File: src/hw/rtc_pkg.sv
// Constants, field layouts and carrier types for the real-time clock support block
package rtc_pkg;
   // Register offsets on the special function register port
   localparam logic [7:0] ADDR_UNLOCK_KEY  = 8'h90;
   localparam logic [7:0] ADDR_WAKEUP      = 8'h96;
   localparam logic [7:0] ADDR_WRITE_GUARD = 8'h97;
   localparam logic [7:0] ADDR_SNAPSHOT    = 8'hDA;
   localparam logic [7:0] ADDR_CNT_STATE   = 8'hDE;
   localparam logic [7:0] ADDR_CALIB       = 8'hE1;
   localparam logic [7:0] ADDR_SECONDS     = 8'hE2;
   localparam logic [7:0] ADDR_MINUTES     = 8'hE3;
   localparam logic [7:0] ADDR_HOURS       = 8'hE4;
   localparam logic [7:0] ADDR_PRESET_LOW  = 8'hE5;
   localparam logic [7:0] ADDR_PRESET_MID  = 8'hE6;
   localparam logic [7:0] ADDR_PRESET_HIGH = 8'hE7;
   // Key and guard values
   localparam logic [7:0] KEY_VALUE        = 8'h96;
   localparam logic [7:0] GUARD_ENABLE     = 8'h57;
   localparam logic [7:0] GUARD_DISABLE    = 8'h56;
   // Counter state register values
   localparam logic [7:0] CNT_VAL_DIVIDE   = 8'h00;
   localparam logic [7:0] CNT_VAL_WAIT     = 8'h01;
   localparam logic [7:0] CNT_VAL_MEASURE  = 8'h02;
   localparam logic [7:0] CNT_VAL_DONE     = 8'h03;
   // Protected register indices
   localparam int         PROT_COUNT       = 5;
   localparam int         IDX_WAKEUP       = 0;
   localparam int         IDX_CALIB        = 1;
   localparam int         IDX_SECONDS      = 2;
   localparam int         IDX_MINUTES      = 3;
   localparam int         IDX_HOURS        = 4;
   // Wakeup interval field: bit7 enable, bits 6:0 code
   localparam int         WAKE_EN_BIT      = 7;
   localparam logic [6:0] WAKE_CODE_500MS  = 7'h40;
   localparam logic [6:0] WAKE_CODE_250MS  = 7'h41;
   localparam logic [6:0] WAKE_CODE_125MS  = 7'h42;
   localparam logic [6:0] WAKE_CODE_62MS   = 7'h43;
   localparam logic [6:0] WAKE_CODE_MINUTE = 7'h44;
   localparam logic [6:0] WAKE_CODE_HOUR   = 7'h45;
   localparam logic [6:0] WAKE_CODE_DAY    = 7'h46;
   localparam logic [7:0] WAKEUP_RESET     = 8'h00;
   // Timing counts in oscillator cycles, preset reset value and BCD limits
   localparam logic [2:0] SETTLE_OSC       = 3'h5;
   localparam logic [3:0] WAKE_HOLD_OSC    = 4'h8;
   localparam logic [14:0] OSC_PER_SEC_M1  = 15'h7FFF;
   localparam logic [23:0] PRESET_RESET    = 24'h00_0000;
   localparam logic [7:0] BCD_59           = 8'h59;
   localparam logic [7:0] BCD_23           = 8'h23;

   typedef struct packed {
      logic       wr;
      logic       rd;
      logic [7:0] addr;
      logic [7:0] wdata;
   } sfr_req_t;

   typedef struct packed {
      logic global_irq_enable;
      logic ext_bit1;
      logic ext_bit2;
      logic ext_int3_bit6;
      logic ext_int4_bit0;
   } irq_enable_t;

   typedef enum logic [3:0] {
      CNT_DIVIDE  = 4'b0001,
      CNT_WAIT    = 4'b0010,
      CNT_MEASURE = 4'b0100,
      CNT_DONE    = 4'b1000
   } cnt_state_t;
endpackage : rtc_pkg

File: src/hw/rtc_access_and_pll_counter.sv
// Real-time clock access guard, timekeeping, wakeup, interrupts and 24-bit divider counter
//
// Function
// - Clock runs in sleep and wakes at day, hour, minute, 1-64 s or sub-second intervals.
// - Each wakeup stays asserted eight oscillator periods.
// - Calibration and time survive every reset; other registers return to defaults.
// - Relock is 0x96 then 0x56; new contents take effect five oscillator cycles later.
// - Reading snapshot trigger latches time after five oscillator cycles; host waits that long.
// - Calibration register reads directly, no snapshot needed.
// - Clock runs from power-up, from random time unless time was preset.
// - Protected write while locked raises illegal-data interrupt when enabled.
// - Invalid-format write while unlocked raises illegal-data interrupt when enabled.
// - Time held in BCD; digit 0xF is not flagged illegal.
// - Rejected or malformed protected writes leave stored contents unchanged.
// - With all three enables set, one-second pulses raise a per-second interrupt.
// - 24-bit counter works as divider or measurer per state register.
// - State 0x00: count up, clear at preset, toggle output, restart.
// - Preset resets to zero; output is clock over two times (preset plus one).
// - State 0x01 waits; first reference rising edge moves to 0x02, counting from zero.
// - Second reference rising edge moves to 0x03, stops, copies count into preset.
// - Key accepts only 0x96; key and guard writes must be consecutive.
// - Guard accepts only 0x57 and 0x56; bit0 reads write-enable state.
`timescale 1ns/1ps
module rtc_access_and_pll_counter
   import rtc_pkg::*;
(
   input  wire logic        clock,
   input  wire logic        nrst,
   input  wire logic        ce,
   input  wire sfr_req_t    sfr_req,
   output logic [7:0]       sfr_rdata,
   input  wire logic        osc_clk_pin,
   input  wire logic        reference_pulse_input,
   input  wire irq_enable_t irq_en,
   input  wire logic        ack_illegal,
   input  wire logic        ack_second,
   output logic             irq_illegal,
   output logic             irq_second,
   output logic             wakeup,
   output logic             div_out
);

   // Input synchronisers
   logic osc_s1_r, osc_s2_r, osc_s3_r;
   logic ref_s1_r, ref_s2_r, ref_s3_r;
   logic osc_tick;
   logic ref_rise;

   always_ff @(posedge clock) begin
      if (ce) begin
         osc_s1_r <= osc_clk_pin;
         osc_s2_r <= osc_s1_r;
         osc_s3_r <= osc_s2_r;
         ref_s1_r <= reference_pulse_input;
         ref_s2_r <= ref_s1_r;
         ref_s3_r <= ref_s2_r;
      end
   end

   assign osc_tick = osc_s2_r & ~osc_s3_r;
   assign ref_rise = ref_s2_r & ~ref_s3_r;

   // Register port decode
   logic wr_key, wr_guard, wr_state, rd_snap;
   logic [PROT_COUNT-1:0] wr_prot;

   assign wr_key   = sfr_req.wr && sfr_req.addr == ADDR_UNLOCK_KEY;
   assign wr_guard = sfr_req.wr && sfr_req.addr == ADDR_WRITE_GUARD;
   assign wr_state = sfr_req.wr && sfr_req.addr == ADDR_CNT_STATE;
   assign rd_snap  = sfr_req.rd && sfr_req.addr == ADDR_SNAPSHOT;
   assign wr_prot[IDX_WAKEUP]  = sfr_req.wr && sfr_req.addr == ADDR_WAKEUP;
   assign wr_prot[IDX_CALIB]   = sfr_req.wr && sfr_req.addr == ADDR_CALIB;
   assign wr_prot[IDX_SECONDS] = sfr_req.wr && sfr_req.addr == ADDR_SECONDS;
   assign wr_prot[IDX_MINUTES] = sfr_req.wr && sfr_req.addr == ADDR_MINUTES;
   assign wr_prot[IDX_HOURS]   = sfr_req.wr && sfr_req.addr == ADDR_HOURS;

   // Unlock key and write guard
   logic       key_armed_r;
   logic       write_en_r;
   logic       relock;
   logic [2:0] act_cnt_r;
   logic       commit;

   assign relock = wr_guard && key_armed_r && sfr_req.wdata == GUARD_DISABLE;

   always_ff @(posedge clock) begin
      if (!nrst) begin
         key_armed_r <= 1'b0;
      end else if (ce && sfr_req.wr) begin
         key_armed_r <= wr_key && sfr_req.wdata == KEY_VALUE;
      end
   end

   always_ff @(posedge clock) begin
      if (!nrst) begin
         write_en_r <= 1'b0;
      end else if (ce && wr_guard && key_armed_r) begin
         if (sfr_req.wdata == GUARD_ENABLE) begin
            write_en_r <= 1'b1;
         end else if (sfr_req.wdata == GUARD_DISABLE) begin
            write_en_r <= 1'b0;
         end
      end
   end

   // Activation countdown after relock
   always_ff @(posedge clock) begin
      if (!nrst) begin
         act_cnt_r <= 3'h0;
      end else if (ce) begin
         if (relock) begin
            act_cnt_r <= SETTLE_OSC;
         end else if (osc_tick && act_cnt_r != 3'h0) begin
            act_cnt_r <= act_cnt_r - 3'h1;
         end
      end
   end

   assign commit = osc_tick && act_cnt_r == 3'h1;

   // Format check for protected contents
   function automatic logic legal_value(input int idx, input logic [7:0] d);
      logic bad_hi, bad_lo;
      bad_hi = d[7:4] > 4'h9 && d[7:4] != 4'hF;
      bad_lo = d[3:0] > 4'h9 && d[3:0] != 4'hF;
      if (idx == IDX_WAKEUP) begin
         legal_value = d[6:0] <= WAKE_CODE_DAY;
      end else if (idx == IDX_CALIB) begin
         legal_value = 1'b1;
      end else begin
         legal_value = !(bad_hi || bad_lo);
      end
   endfunction : legal_value

   // BCD increment with wrap; carry set on wrap
   function automatic logic [8:0] bcd_inc(input logic [7:0] v, input logic [7:0] top);
      logic [7:0] n;
      n = v;
      if (v == top) begin
         bcd_inc = {1'b1, 8'h00};
      end else begin
         if (v[3:0] >= 4'h9) begin
            n[3:0] = 4'h0;
            n[7:4] = v[7:4] + 4'h1;
         end else begin
            n[3:0] = v[3:0] + 4'h1;
         end
         bcd_inc = {1'b0, n};
      end
   endfunction : bcd_inc

   // Oscillator prescaler and one-second pulse
   logic [14:0] sub_r;
   logic        sec_pulse;

   // Only the fraction of a second restarts on reset; the time registers keep counting from their contents
   always_ff @(posedge clock) begin
      if (!nrst) begin
         sub_r <= 15'h0000;
      end else if (ce && osc_tick) begin
         sub_r <= (sub_r == OSC_PER_SEC_M1) ? 15'h0000 : sub_r + 15'h0001;
      end
   end

   assign sec_pulse = osc_tick && sub_r == OSC_PER_SEC_M1;

   // Time advance
   logic [7:0] live_r [PROT_COUNT];
   logic [7:0] shadow_r [PROT_COUNT];
   logic [PROT_COUNT-1:0] dirty_r;
   logic [8:0] sec_inc, min_inc, hour_inc;
   logic [7:0] time_nxt [PROT_COUNT];
   logic       min_roll, hour_roll, day_roll;

   assign sec_inc   = bcd_inc(live_r[IDX_SECONDS], BCD_59);
   assign min_inc   = bcd_inc(live_r[IDX_MINUTES], BCD_59);
   assign hour_inc  = bcd_inc(live_r[IDX_HOURS], BCD_23);
   assign min_roll  = sec_pulse && sec_inc[8];
   assign hour_roll = min_roll && min_inc[8];
   assign day_roll  = hour_roll && hour_inc[8];

   always_comb begin
      time_nxt[IDX_WAKEUP]  = live_r[IDX_WAKEUP];
      time_nxt[IDX_CALIB]   = live_r[IDX_CALIB];
      time_nxt[IDX_SECONDS] = sec_pulse ? sec_inc[7:0] : live_r[IDX_SECONDS];
      time_nxt[IDX_MINUTES] = min_roll ? min_inc[7:0] : live_r[IDX_MINUTES];
      time_nxt[IDX_HOURS]   = hour_roll ? hour_inc[7:0] : live_r[IDX_HOURS];
   end

   // Protected registers: shadow on write, live after activation
   logic [PROT_COUNT-1:0] bad_write;

   genvar gi;
   generate
      for (gi = 0; gi < PROT_COUNT; gi++) begin : g_prot
         logic accept;
         assign accept       = wr_prot[gi] && write_en_r && legal_value(gi, sfr_req.wdata);
         assign bad_write[gi] = wr_prot[gi] && !accept;

         always_ff @(posedge clock) begin
            if (ce && accept) begin
               shadow_r[gi] <= sfr_req.wdata;
            end
         end

         always_ff @(posedge clock) begin
            if (!nrst) begin
               dirty_r[gi] <= 1'b0;
            end else if (ce) begin
               if (accept) begin
                  dirty_r[gi] <= 1'b1;
               end else if (commit) begin
                  dirty_r[gi] <= 1'b0;
               end
            end
         end

         if (gi == IDX_WAKEUP) begin : g_reset
            always_ff @(posedge clock) begin
               if (!nrst) begin
                  live_r[gi] <= WAKEUP_RESET;
               end else if (ce && commit && dirty_r[gi]) begin
                  live_r[gi] <= shadow_r[gi];
               end
            end
         end else begin : g_keep
            always_ff @(posedge clock) begin
               if (ce) begin
                  if (commit && dirty_r[gi]) begin
                     live_r[gi] <= shadow_r[gi];
                  end else begin
                     live_r[gi] <= time_nxt[gi];
                  end
               end
            end
         end
      end
   endgenerate

   // Snapshot latch of time
   logic [2:0] snap_cnt_r;
   logic [7:0] snap_r [3];

   always_ff @(posedge clock) begin
      if (!nrst) begin
         snap_cnt_r <= 3'h0;
      end else if (ce) begin
         if (rd_snap) begin
            snap_cnt_r <= SETTLE_OSC;
         end else if (osc_tick && snap_cnt_r != 3'h0) begin
            snap_cnt_r <= snap_cnt_r - 3'h1;
         end
      end
   end

   always_ff @(posedge clock) begin
      if (!nrst) begin
         snap_r[0] <= 8'h00;
         snap_r[1] <= 8'h00;
         snap_r[2] <= 8'h00;
      end else if (ce && osc_tick && snap_cnt_r == 3'h1) begin
         snap_r[0] <= live_r[IDX_SECONDS];
         snap_r[1] <= live_r[IDX_MINUTES];
         snap_r[2] <= live_r[IDX_HOURS];
      end
   end

   // Wakeup interval and hold
   logic [5:0] wake_sec_r;
   logic [6:0] wcode;
   logic       wake_event;
   logic [3:0] wake_cnt_r;

   assign wcode = live_r[IDX_WAKEUP][6:0];

   always_comb begin
      wake_event = 1'b0;
      if (wcode < WAKE_CODE_500MS) begin
         wake_event = sec_pulse && wake_sec_r == wcode[5:0];
      end else if (wcode == WAKE_CODE_500MS) begin
         wake_event = osc_tick && sub_r[13:0] == OSC_PER_SEC_M1[13:0];
      end else if (wcode == WAKE_CODE_250MS) begin
         wake_event = osc_tick && sub_r[12:0] == OSC_PER_SEC_M1[12:0];
      end else if (wcode == WAKE_CODE_125MS) begin
         wake_event = osc_tick && sub_r[11:0] == OSC_PER_SEC_M1[11:0];
      end else if (wcode == WAKE_CODE_62MS) begin
         wake_event = osc_tick && sub_r[10:0] == OSC_PER_SEC_M1[10:0];
      end else if (wcode == WAKE_CODE_MINUTE) begin
         wake_event = min_roll;
      end else if (wcode == WAKE_CODE_HOUR) begin
         wake_event = hour_roll;
      end else if (wcode == WAKE_CODE_DAY) begin
         wake_event = day_roll;
      end
      wake_event = wake_event && live_r[IDX_WAKEUP][WAKE_EN_BIT];
   end

   always_ff @(posedge clock) begin
      if (!nrst) begin
         wake_sec_r <= 6'h00;
      end else if (ce && sec_pulse) begin
         wake_sec_r <= (wake_sec_r == wcode[5:0]) ? 6'h00 : wake_sec_r + 6'h01;
      end
   end

   always_ff @(posedge clock) begin
      if (!nrst) begin
         wake_cnt_r <= 4'h0;
      end else if (ce) begin
         if (wake_event) begin
            wake_cnt_r <= WAKE_HOLD_OSC;
         end else if (osc_tick && wake_cnt_r != 4'h0) begin
            wake_cnt_r <= wake_cnt_r - 4'h1;
         end
      end
   end

   assign wakeup = wake_cnt_r != 4'h0;

   // Interrupt pending flags; a set wins over an acknowledge
   logic ill_en, sec_en;

   assign ill_en = irq_en.global_irq_enable && irq_en.ext_bit2 && irq_en.ext_int4_bit0;
   assign sec_en = irq_en.global_irq_enable && irq_en.ext_bit1 && irq_en.ext_int3_bit6;

   always_ff @(posedge clock) begin
      if (!nrst) begin
         irq_illegal <= 1'b0;
      end else if (ce) begin
         if (ill_en && |bad_write) begin
            irq_illegal <= 1'b1;
         end else if (ack_illegal) begin
            irq_illegal <= 1'b0;
         end
      end
   end

   always_ff @(posedge clock) begin
      if (!nrst) begin
         irq_second <= 1'b0;
      end else if (ce) begin
         if (sec_en && sec_pulse) begin
            irq_second <= 1'b1;
         end else if (ack_second) begin
            irq_second <= 1'b0;
         end
      end
   end

   // Divider and measurement counter
   cnt_state_t  cnt_state_r;
   logic [23:0] count_r;
   logic [23:0] preset_r;

   always_ff @(posedge clock) begin
      if (!nrst) begin
         cnt_state_r <= CNT_DIVIDE;
      end else if (ce) begin
         if (wr_state && sfr_req.wdata == CNT_VAL_DIVIDE) begin
            cnt_state_r <= CNT_DIVIDE;
         end else if (wr_state && sfr_req.wdata == CNT_VAL_WAIT) begin
            cnt_state_r <= CNT_WAIT;
         end else begin
            case (cnt_state_r)
               CNT_WAIT: if (ref_rise) cnt_state_r <= CNT_MEASURE;
               CNT_MEASURE: if (ref_rise) cnt_state_r <= CNT_DONE;
               default: cnt_state_r <= cnt_state_r;
            endcase
         end
      end
   end

   always_ff @(posedge clock) begin
      if (!nrst) begin
         count_r <= 24'h00_0000;
      end else if (ce) begin
         if (wr_state) begin
            count_r <= 24'h00_0000;
         end else begin
            case (cnt_state_r)
               CNT_DIVIDE: count_r <= (count_r == preset_r) ? 24'h00_0000 : count_r + 24'h00_0001;
               CNT_WAIT: count_r <= 24'h00_0000;
               CNT_MEASURE: count_r <= count_r + 24'h00_0001;
               default: count_r <= count_r;
            endcase
         end
      end
   end

   always_ff @(posedge clock) begin
      if (!nrst) begin
         div_out <= 1'b0;
      end else if (ce && cnt_state_r == CNT_DIVIDE && count_r == preset_r) begin
         div_out <= ~div_out;
      end
   end

   always_ff @(posedge clock) begin
      if (!nrst) begin
         preset_r <= PRESET_RESET;
      end else if (ce) begin
         if (cnt_state_r == CNT_MEASURE && ref_rise && !wr_state) begin
            preset_r <= count_r;
         end else if (sfr_req.wr && sfr_req.addr == ADDR_PRESET_LOW) begin
            preset_r[7:0] <= sfr_req.wdata;
         end else if (sfr_req.wr && sfr_req.addr == ADDR_PRESET_MID) begin
            preset_r[15:8] <= sfr_req.wdata;
         end else if (sfr_req.wr && sfr_req.addr == ADDR_PRESET_HIGH) begin
            preset_r[23:16] <= sfr_req.wdata;
         end
      end
   end

   // Read data
   logic [7:0] rd_mux;

   always_comb begin
      case (sfr_req.addr)
         ADDR_WRITE_GUARD: rd_mux = {7'h00, write_en_r};
         ADDR_WAKEUP:      rd_mux = live_r[IDX_WAKEUP];
         ADDR_CALIB:       rd_mux = live_r[IDX_CALIB];
         ADDR_SECONDS:     rd_mux = snap_r[0];
         ADDR_MINUTES:     rd_mux = snap_r[1];
         ADDR_HOURS:       rd_mux = snap_r[2];
         ADDR_PRESET_LOW:  rd_mux = preset_r[7:0];
         ADDR_PRESET_MID:  rd_mux = preset_r[15:8];
         ADDR_PRESET_HIGH: rd_mux = preset_r[23:16];
         ADDR_CNT_STATE: begin
            case (cnt_state_r)
               CNT_WAIT:    rd_mux = CNT_VAL_WAIT;
               CNT_MEASURE: rd_mux = CNT_VAL_MEASURE;
               CNT_DONE:    rd_mux = CNT_VAL_DONE;
               default:     rd_mux = CNT_VAL_DIVIDE;
            endcase
         end
         default:          rd_mux = 8'h00;
      endcase
   end

   always_ff @(posedge clock) begin
      if (!nrst) begin
         sfr_rdata <= 8'h00;
      end else if (ce && sfr_req.rd) begin
         sfr_rdata <= rd_mux;
      end
   end

endmodule : rtc_access_and_pll_counter

File: config.mk
export PLATFORM = sky130hd
export DESIGN_NAME = rtc_access_and_pll_counter
export DESIGN_NICKNAME = d
export VERILOG_FILES = /design/src/hw/rtc_pkg.sv /design/src/hw/rtc_access_and_pll_counter.sv
export SDC_FILE = /design/constraint.sdc
export NUM_CORES = 1
export LEC_CHECK = 0
export ABC_AREA = 1
export BUFFER_PORTS_ARGS = -buffer_cell sky130_fd_sc_hd__buf_4
export CAP_MARGIN = 20
export CORE_UTILIZATION = 45
export CTS_CLUSTER_SIZE = 25
export DETAILED_ROUTE_END_ITERATION = 10
export PLACE_DENSITY_LB_ADDON = 0.1
export SLEW_MARGIN = 20
export SYNTH_ARGS = -nofsm -noshare
export SYNTH_HDL_FRONTEND = slang
export SYNTH_SLANG_ARGS = --single-unit
export TNS_END_PERCENT = 5
File: constraint.sdc
create_clock -name clock -period 8.5 [get_ports clock]
set_input_delay 0.425 -clock clock [delete_from_list [all_inputs] [get_ports clock]]
set_output_delay 0.425 -clock clock [all_outputs]
set_load 0.03 [all_outputs]
==> results of run 1 <==
-- worst max path at each step --
stage | startpoint | endpoint | slack [ps] | cells past startpoint
floorplan | osc_s3_r | snap_r[0][0] | 5650 | 3
global placement | sub_r[0] | live_r[4][6] | 5630 | 8
detailed placement | sub_r[0] | live_r[4][6] | 5670 | 8
CTS | sub_r[0] | live_r[4][6] | 5640 | 8
global route | sub_r[0] | live_r[4][6] | 5290 | 8
finish | sub_r[0] | live_r[4][6] | 5690 | 8
-- worst max-delay path: cells and delay by family (launching register included) --
kind	cells	cell delay, ps
and+or+nand+nor	5	910
AOI/OAI and AO/OA	2	940
adders and majority gates	1	210
DFF	1	400
-- logic make-up after synthesis --
kind of cell | count (synthesis) | synth area share (%)
simple gates | 547 | 23.4
compound gates | 240 | 12.9
flops | 211 | 49.9
buf+inv | 206 | 7.61
xor+xnor | 39 | 3.20
fa+ha+maj | 25 | 2.93
-- routing by layer --
layer  up-vias  share of wire, %
li1       4375                 -
met1      4150                46
met2       345                43
met3        71               8.0
met4         0               3.5
met5         -                 0
-- cells in the mapped netlist (8+ instances only) --
cell,number,area [sq um]
nor4_1,9,56.3
nor2_1,140,526
nor3_1,28,140
ha_1,25,313
inv_2,11,41.3
a221oi_1,10,87.6
nand2_2,9,56.3
o21ai_0,88,440
nand4_1,31,194
xor2_1,19,166
inv_1,165,619
o31ai_1,12,90.1
o21ai_1,9,45.0
nor3_2,8,80.1
edfxtp_1,110,3300
nand2_1,234,878
or2_2,8,50.1
a21oi_1,79,395
nand3_1,53,265
clkbuf_1,15,56.3
dfxtp_1,101,2020
a31oi_1,12,75.1
xnor2_1,20,175
-- metrics by stage --
stage | instances | power, mW | setup WS, ps | hold WS (ps) | instance area, sq um
2_1_floorplan | 1268 | 1.17 | 5650 | 400 | 10700
3_3_place_gp | 1597 | 1.22 | 5630 | 401 | 11300
3_5_place_dp | 1597 | 1.22 | 5670 | 405 | 11300
4_1_cts | 1641 | 2.19 | 5640 | 52.5 | 12000
5_1_grt | 1642 | 2.24 | 5290 | 52.4 | 12000
6_report | 1642 | 2.17 | 5690 | 73.4 | 12000
-- cell type report --
type                            count  area [sq um]
Tap cell                          313           392
Clock inverter                      8          51.3
Inverter                          178           671
Sequential cell                   211          5330
Timing Repair Buffer               45           342
Multi-Input combinational cell    851          4550
Clock buffer                       36           686
Fill cell                        2184         10900
-- cell usage in the layout (no fill, tap or decap), types with 10 or more instances in the layout --
cell type | synthesis | final
a21oi_1 | 79 | 79
a221oi_1 | 10 | 10
a31oi_1 | 12 | 12
buf_4 | 1 | 44
clkbuf_16 | 0 | 24
dfxtp_1 | 101 | 101
edfxtp_1 | 110 | 110
ha_1 | 25 | 25
inv_1 | 165 | 165
inv_2 | 11 | 11
nand2_1 | 234 | 234
nand3_1 | 53 | 53
nand4_1 | 31 | 31
nor2_1 | 140 | 140
nor3_1 | 28 | 26
nor3_2 | 8 | 10
o21ai_0 | 88 | 87
o31ai_1 | 12 | 12
xnor2_1 | 20 | 20
xor2_1 | 19 | 19
-- registers in the layout, indices dropped and copies added, names as in the netlist, 3 cells and up --
name and count:
wake_cnt_r 4, live_r 40, cnt_state_r 4, preset_r 24, act_cnt_r 3, count_r 24, sub_r 15, snap_cnt_r 3
dirty_r 5, sfr_rdata 8, wake_sec_r 6, shadow_r 40, snap_r 24
-- power by group through the flow --
stage	clock (mW)	combinational (mW)	sequential, mW
floorplan	0	0.0615	1.11
finish	0.973	0.108	1.09
global route	1.03	0.119	1.09
detailed placement	0	0.107	1.12
CTS	0.987	0.108	1.09
global placement	0	0.106	1.12
==> impl_metrics.yaml, run 1 <==
clocking:
  clock-sinks: 211
  cts_made_buffers: 24
  clock-root-buffer: "clkbuf_16"
  cts_tree: "built"
  clk_pin_slew_ps: 60
  cts_setup_buffers: 0
  postCtsResizedCells: 0
  worstSkewPairLatency_ps: 530
  clock_path_buffers: 3
  htree_levels: 1
  hold_buffers: 0
power_and_ir_drop:
  combPwrFrac_pct: 5.0
  switching_share_pct: 23.1
  seqPwrFrac_pct: 50.3
  vdd_drop_max_uv: 184
  p_int_mw: 1.67
  leakagePower_nw: 4.54
  p_sw_uw: 503
  clockPowerShare_pct: 44.7
  powerDensity_nw_per_um2: 181
worst_setup_path:
  r2r_end: "live_r[4][6]"
  endpoint_kind: "flop"
  path_class: "reg -> reg"
  cp_slowest_cell: "a21boi_0"
  start_kind: "flop"
  crit_required_ps: 8670
  rrSetupSlack_ps: 5690
  worstPathCellList: "ha_1 -> nand3_1 -> nor3_1 -> nand3_1 -> nor2_2 -> nand2_1 -> a21oi_1 -> a21boi_0"
  cpMostUsedCell: "nand3_1"
  r2r-start: "sub_r[0]"
  path_max_fanout: 5
  slowest_delay_ps: 560
  r2r_cells: 8
  crit_arrival_ps: 2980
hold_path:
  hp-class: "in -> reg"
  hold_path_end: "ref_s1_r"
  hold_start: "reference_pulse_input"
  min_path_cells: 1
timing:
  fin_crit_sh_pct: 33.1
  fin_tns_setup_ps: 0
  finalSetupViolCount: 0
  rsz0062_at_grt: "false"
  max_slew.worst_pin.slew_ps: 754
  fmax_mhz: 356
  slew_headroom_pct: 49.4
  period_minus_slack_ps: 2810
  report.final.hold_viol_count: 0
  slew_viol_final: 0
  fin_worst_skew_ps: 13.1
global_routing:
  grtUsageMet2_pct: 38.4
  grt_antenna_before_repair: 1
  grt_max_degree: 45
  grt_pass1_wl_um: 46800
  grtUsageTotal_pct: 25.4
  met3_usage_pct: 4.97
  grt_pass1_vias: 8312
  grt-ovfl-total: 0
  met1_usage_pct: 35.9
  top_usage_layer: "met2"
yosys:
  ys.flop_type: "edfxtp_1"
  async_flop_share_pct: 0
  synthCells: 1268
  synth.avg_cell_area_sq_um: 8.42
  synth_edf_count: 110
  yosysSeqAreaShare_pct: 49.9
  syn-num-nets: 1323
  synth_seq_cells: 211
  ys_warn_count: 0
  synth_area_sq_um: 10700
  ys_types: 55
floorplan:
  start_util_pct: 46.6
  ios: 42
  coreArea_sq_um: 22900
  die_width_um: 156
  die_area_sq_um: 24300
  fp.dieH_um: 156
  row_count: 55
route:
  wire_per_inst_um: 18.3
  drt_first_pass_iters: 5
  first_iter_violations: 858
  viasPerCell: 5.45
  routed_wirelength_um: 30100
  drc: 0
  ant_nets: 0
  vias: 8941
final_layout:
  antennaDiodeCount: 0
  final_util_pct: 52.4
  finalNetCount: 1366
  syn2layout_area_growth_pct: 12.6
  drive_gt1_share_pct: 10.5
placed_design:
  hpwlAfterDp_um: 22500
  io_buffers: 41
  gp_congestion: 0.944
outcome:
  outcome: "finished clean"
run:
  drv_cap: 0
Power figures use the tool's default switching activity.
==> run 2, diff against run 1 <==
- clock period: 8.5 -> 2.7 ns (I/O delays scaled with it)
==> impl_metrics.yaml, run 2 (synthesis results as in run 1) <==
route:
  drc: 0
  vias: 8897
  routed_wirelength_um: 29300
  viasPerCell: 5.31
  wire_per_inst_um: 17.5
  drt_first_pass_iters: 5
  first_iter_violations: 803
  ant_nets: 0
global_routing:
  grt_antenna_before_repair: 0
  grt_pass1_vias: 8435
  grt_pass1_wl_um: 46500
  grt-ovfl-total: 0
  grtUsageTotal_pct: 24.9
  grt_max_degree: 45
worst_setup_path:
  cp_num_buf_inv: 1
  cpMostUsedCell: "nand3_1"
  r2r_cells: 9
  r2r-start: "sub_r[0]"
  slowest_delay_ps: 370
  path_class: "reg -> reg"
  cp_slowest_cell: "dfxtp_1"
  critical_path_cell_count: 9
  crit_arrival_ps: 2570
  path_max_fanout: 4
  endpoint_kind: "flop"
  critPathTopFamily: "simple AND/OR/NAND/NOR gates"
  crit_required_ps: 2940
  worstPathCellList: "ha_1 -> nand3_1 -> nor3_1 -> nand3_1 -> nor2_2 -> nand2_1 -> a21oi_1 -> a21boi_0 -> buf_4"
  start_kind: "flop"
  crit_path_start: "sub_r[0]"
clocking:
  hold_buffers: 15
  clk_pin_slew_ps: 60
  cts_setup_buffers: 0
  clock-sinks: 211
  clock_path_buffers: 3
  cts_made_buffers: 24
  postCtsResizedCells: 0
  htree_levels: 1
  worstSkewPairLatency_ps: 530
  cts_tree: "built"
  clock-root-buffer: "clkbuf_16"
timing:
  report.final.hold_viol_count: 0
  rsz0062_at_grt: "false"
  period_minus_slack_ps: 2330
  finalSetupViolCount: 0
  fmax_mhz: 430
  fin_tns_setup_ps: 0
  fin_crit_sh_pct: 86.2
  slew_headroom_pct: 55.0
  max_slew.worst_pin.slew_ps: 674
  fin_ws_ps: 372
  slew_viol_final: 0
  fin_worst_skew_ps: 7.83
floorplan:
  row_count: 55
  ios: 42
  start_util_pct: 46.6
  die_area_sq_um: 24300
  die_width_um: 156
  fp.dieH_um: 156
  coreArea_sq_um: 22900
final_layout:
  drive_gt1_share_pct: 12.0
  finalNetCount: 1400
  antennaDiodeCount: 0
  register_area_sq_um: 5330
  mostFrequentLayoutCell: "nand2_1"
  top_regs: "live_r x40, shadow_r x40"
  multi_input_area_sq_um: 4540
  syn2layout_area_growth_pct: 16.2
  fin_area_sq_um: 12400
  final_cell_mix: "nand2_1 (234), inv_1 (165), nor2_1 (140), edfxtp_1 (110), dfxtp_1 (101)"
  fillers: 2160
hold_path:
  hold_start: "sfr_req[17]"
  min_path_cells: 3
  hp-class: "in -> reg"
power_and_ir_drop:
  leakagePower_nw: 4.74
  vdd_drop_max_uv: 509
  powerDensity_nw_per_um2: 583
placed_design:
  io_buffers: 41
  placed_cell_area_sq_um: 11400
  gp_congestion: 0.894
  pre_cts_slack_ps: 346
  hpwlAfterDp_um: 21700
outcome:
  outcome: "finished clean"
run:
  drv_cap: 0
==> run 2: changes by cell type in the layout (fill, tap and decap cells not counted), moves of 3 or more <==
cell / delta
bufinv_16: +3
clkbuf_1: -4
dlygate4sd3_1: +15
buf_4: +20
==> run 2: metrics by stage <==
step | cells | util (%) | power (mW) | hold WS, ps
2_1_floorplan | 1268 | - | 3.70 | 234
3_3_place_gp | 1617 | 49.8 | 3.86 | 315
3_5_place_dp | 1617 | 49.8 | 3.87 | 316
4_1_cts | 1676 | 54.1 | 7.29 | 4.90
5_1_grt | 1676 | 54.1 | 7.44 | 16.6
6_report | 1676 | 54.1 | 7.23 | 14.7
==> run 2: layout make-up <==
cell class              count  area share, %
multi-input cells         851           36.6
clock inverters            11           1.18
inverters                 178           5.41
well taps                 313           3.16
flip-flops and latches    211           43.0
clock buffers              33           5.61
repair buffers             79           5.09
==> run 2: routing by layer <==
layer / vias to the layer above / routed length, um / global-route usage (%) / share of wire, %
li1: 4439 / - / - / -
met3: 47 / 1990 / 3.56 / 6.8
met5: - / 0 / 0 / 0
met2: 277 / 13100 / 40.0 / 45
met1: 4134 / 13500 / 35.2 / 46
met4: 0 / 710 / 6.30 / 2.4
==> run 2: final timing paths <==
kind,end,slack (ps)
worst max-delay path,live_r[4][4],370
worst min-delay path,act_cnt_r[2],10
worst max register to register,live_r[4][4],370
worst min register to register,live_r[1][3],420
==> run 2: power by group <==
group          switching (mW)  internal, mW  leakage, nW  total, mW
registers              0.0337          3.41         1.86       3.44
clock network            1.32          2.09        0.412       3.41
logic                   0.255         0.117         2.47      0.372
total                    1.61          5.62         4.74       7.23
==> run 2: worst register-to-register path, delay by kind of cell (launching register included) <==
family / cells / cell delay (ps)
AND/OR/NAND/NOR: 5 / 870
AO/OA/AOI/OAI: 2 / 440
flip-flops: 1 / 370
adder cells (fa/ha/maj): 1 / 200
buffers and inverters: 1 / 170
==> run 3, diff against run 2 <==
- ABC_AREA: 1 -> default
==> impl_metrics.yaml, run 3 <==
outcome:
  outcome: "finished clean"
worst_setup_path:
  worstPathCellList: "ha_1 -> nand2_1 -> nor4_1 -> nand4_1 -> buf_4 -> nor4b_1 -> o21a_1 -> nand2_1 -> and3_1"
  r2r_cells: 9
  start_kind: "flop"
  path_max_fanout: 4
  path_class: "reg -> reg"
  endpoint_kind: "flop"
  rrSetupSlack_ps: 250
  critPathTopFamily: "simple AND/OR/NAND/NOR gates"
  cpMostUsedCell: "nand2_1"
  r2r_end: "wake_cnt_r[2]"
  slowest_delay_ps: 480
  crit_required_ps: 3130
  cp_slowest_cell: "nor4_1"
  crit_arrival_ps: 2880
  cp_num_buf_inv: 1
  r2r-start: "sub_r[0]"
route:
  routed_wirelength_um: 27500
  wire_per_inst_um: 19.9
  first_iter_violations: 469
  wl_met1_um: 13100
  vias: 7821
  drt_first_pass_iters: 7
  highest_layer: "met4"
  drc: 0
  ant_nets: 0
  met3_length_um: 1790
  wl_met2_um: 12100
  viasPerCell: 5.67
global_routing:
  grtUsageTotal_pct: 23.6
  grt_pass1_wl_um: 42200
  grt-ovfl-total: 0
  grt_antenna_before_repair: 1
  grt_max_degree: 36
  grt_pass1_vias: 7220
clocking:
  clock_path_buffers: 3
  clock-root-buffer: "clkbuf_16"
  cts_setup_buffers: 0
  postCtsResizedCells: 0
  clock-sinks: 211
  clk_pin_slew_ps: 60
  htree_levels: 1
  hold_buffers: 17
  cts_tree: "built"
  cts_made_buffers: 25
  worstSkewPairLatency_ps: 540
power_and_ir_drop:
  finalPower_mw: 7.05
  leakagePower_nw: 4.20
  powerDensity_nw_per_um2: 596
  vdd_drop_max_uv: 502
final_layout:
  syn2layout_area_growth_pct: 17.1
  multi_input_area_sq_um: 4450
  register_area_sq_um: 5330
  finalNetCount: 1136
  top_regs: "live_r x40, shadow_r x40"
  mostFrequentLayoutCell: "edfxtp_1"
  final_cell_mix: "edfxtp_1 (110), nor2_1 (102), dfxtp_1 (101), nand2_1 (89), buf_4 (82)"
  drive_gt1_share_pct: 12.5
  fillers: 2019
  antennaDiodeCount: 0
yosys:
  synth_area_leaders: "edfxtp_1 (33%), dfxtp_1 (20%), xnor2_1 (3.9%)"
  synth_edf_count: 110
  yosysMostFrequentCell: "edfxtp_1"
  yosysSeqAreaShare_pct: 52.7
  syn-num-nets: 1059
  netlist.area_leader.share_pct: 32.7
  ys.flop_type: "edfxtp_1"
  synth_seq_cells: 211
  ys_types: 66
  yosys.area.top_type: "edfxtp_1"
  synth_commonest_cells: "edfxtp_1 (110), nor2_1 (102), dfxtp_1 (101), nand2_1 (89), a21oi_1 (62)"
  synth.avg_cell_area_sq_um: 10.1
  synthCells: 1004
  synth_area_sq_um: 10100
  ys_warn_count: 0
  async_flop_share_pct: 0
floorplan:
  fp.dieH_um: 152
  die_area_sq_um: 23100
  die_width_um: 152
  ios: 42
  coreArea_sq_um: 21900
  start_util_pct: 46.1
  row_count: 54
timing:
  period_minus_slack_ps: 2450
  fin_tns_setup_ps: 0
  fmax_mhz: 408
  fin_worst_skew_ps: 13.3
  rsz0062_at_grt: "false"
  fin_crit_sh_pct: 90.7
  slew_headroom_pct: 42.8
  report.final.hold_viol_count: 0
  finalSetupViolCount: 0
  max_slew.worst_pin.slew_ps: 853
  slew_viol_final: 0
  whs_ps: 80.8
run:
  drv_cap: 0
hold_path:
  hold_path_end: "shadow_r[0][0]"
  min_path_cells: 2
  hp-class: "in -> reg"
  hold_start: "sfr_req[0]"
placed_design:
  gp_congestion: 0.880
  hpwlAfterDp_um: 19600
  io_buffers: 41
## run 3: worst max path at each step
stage                  from  cells after the start  slack [ps]             to
2_1_floorplan  live_r[2][1]                      8         230   live_r[4][4]
3_3_place_gp       sub_r[0]                      9         290   live_r[4][7]
3_5_place_dp       sub_r[0]                      9         280   live_r[4][6]
4_1_cts            sub_r[0]                      9         250  wake_cnt_r[2]
5_1_grt            sub_r[0]                      9          60  wake_cnt_r[2]
6_report           sub_r[0]                      9         250  wake_cnt_r[2]
## run 3: metal layers
layer	track usage [%]	vias up
met2	35.8	238
met3	4.08	36
met4	5.00	0
li1	-	3810
met5	0	-
met1	35.1	3737
## run 3: per-stage QoR
stage                     setup slack, ps  instance area [sq um]  util [%]  cells
after floorplan                       232                  10100         -   1004
after global placement                293                  10800      49.5   1317
after detailed placement              276                  10900      49.6   1317
after CTS                             251                  11800      54.0   1380
after global routing                 60.9                  11800      54.0   1380
final                                 250                  11800      54.0   1380
## run 3: final cells by class
type / instances / area share [%]
Clock buffer: 35 / 5.95
Clock inverter: 11 / 0.857
Multi-Input combinational cell: 715 / 37.6
Timing Repair Buffer: 99 / 6.64
Inverter: 29 / 0.921
Tap cell: 280 / 2.96
Sequential cell: 211 / 45.0
## run 3: cell families (layout without fill, tap and decap cells)
group                    count (synthesis)  in the layout  synth area share [%]
flip-flops                             211            211                  52.7
AO/OA/AOI/OAI                          199            199                  12.7
multiplexers                             3              3                 0.421
AND/OR/NAND/NOR                        406            406                  20.7
adder cells (fa/ha/maj)                 25             25                  3.10
XOR/XNOR                                82             82                  7.11
buffers and inverters                   78            174                  3.32
## run 3: power by group
| part | internal (mW) | switching [mW] |
|---|---|---|
| combinational | 0.117 | 0.222 |
| sequential | 3.40 | 0.0347 |
| clock | 1.92 | 1.35 |
| total | 5.44 | 1.61 |
## run 3: worst reg2reg max path: stages, from the launching register on
cell,delay (ps)
dfxtp_1,370
ha_1,210
nand2_1,120
nor4_1,480
nand4_1,160
buf_4,190
nor4b_1,330
o21a_1,230
nand2_1,90
and3_1,170
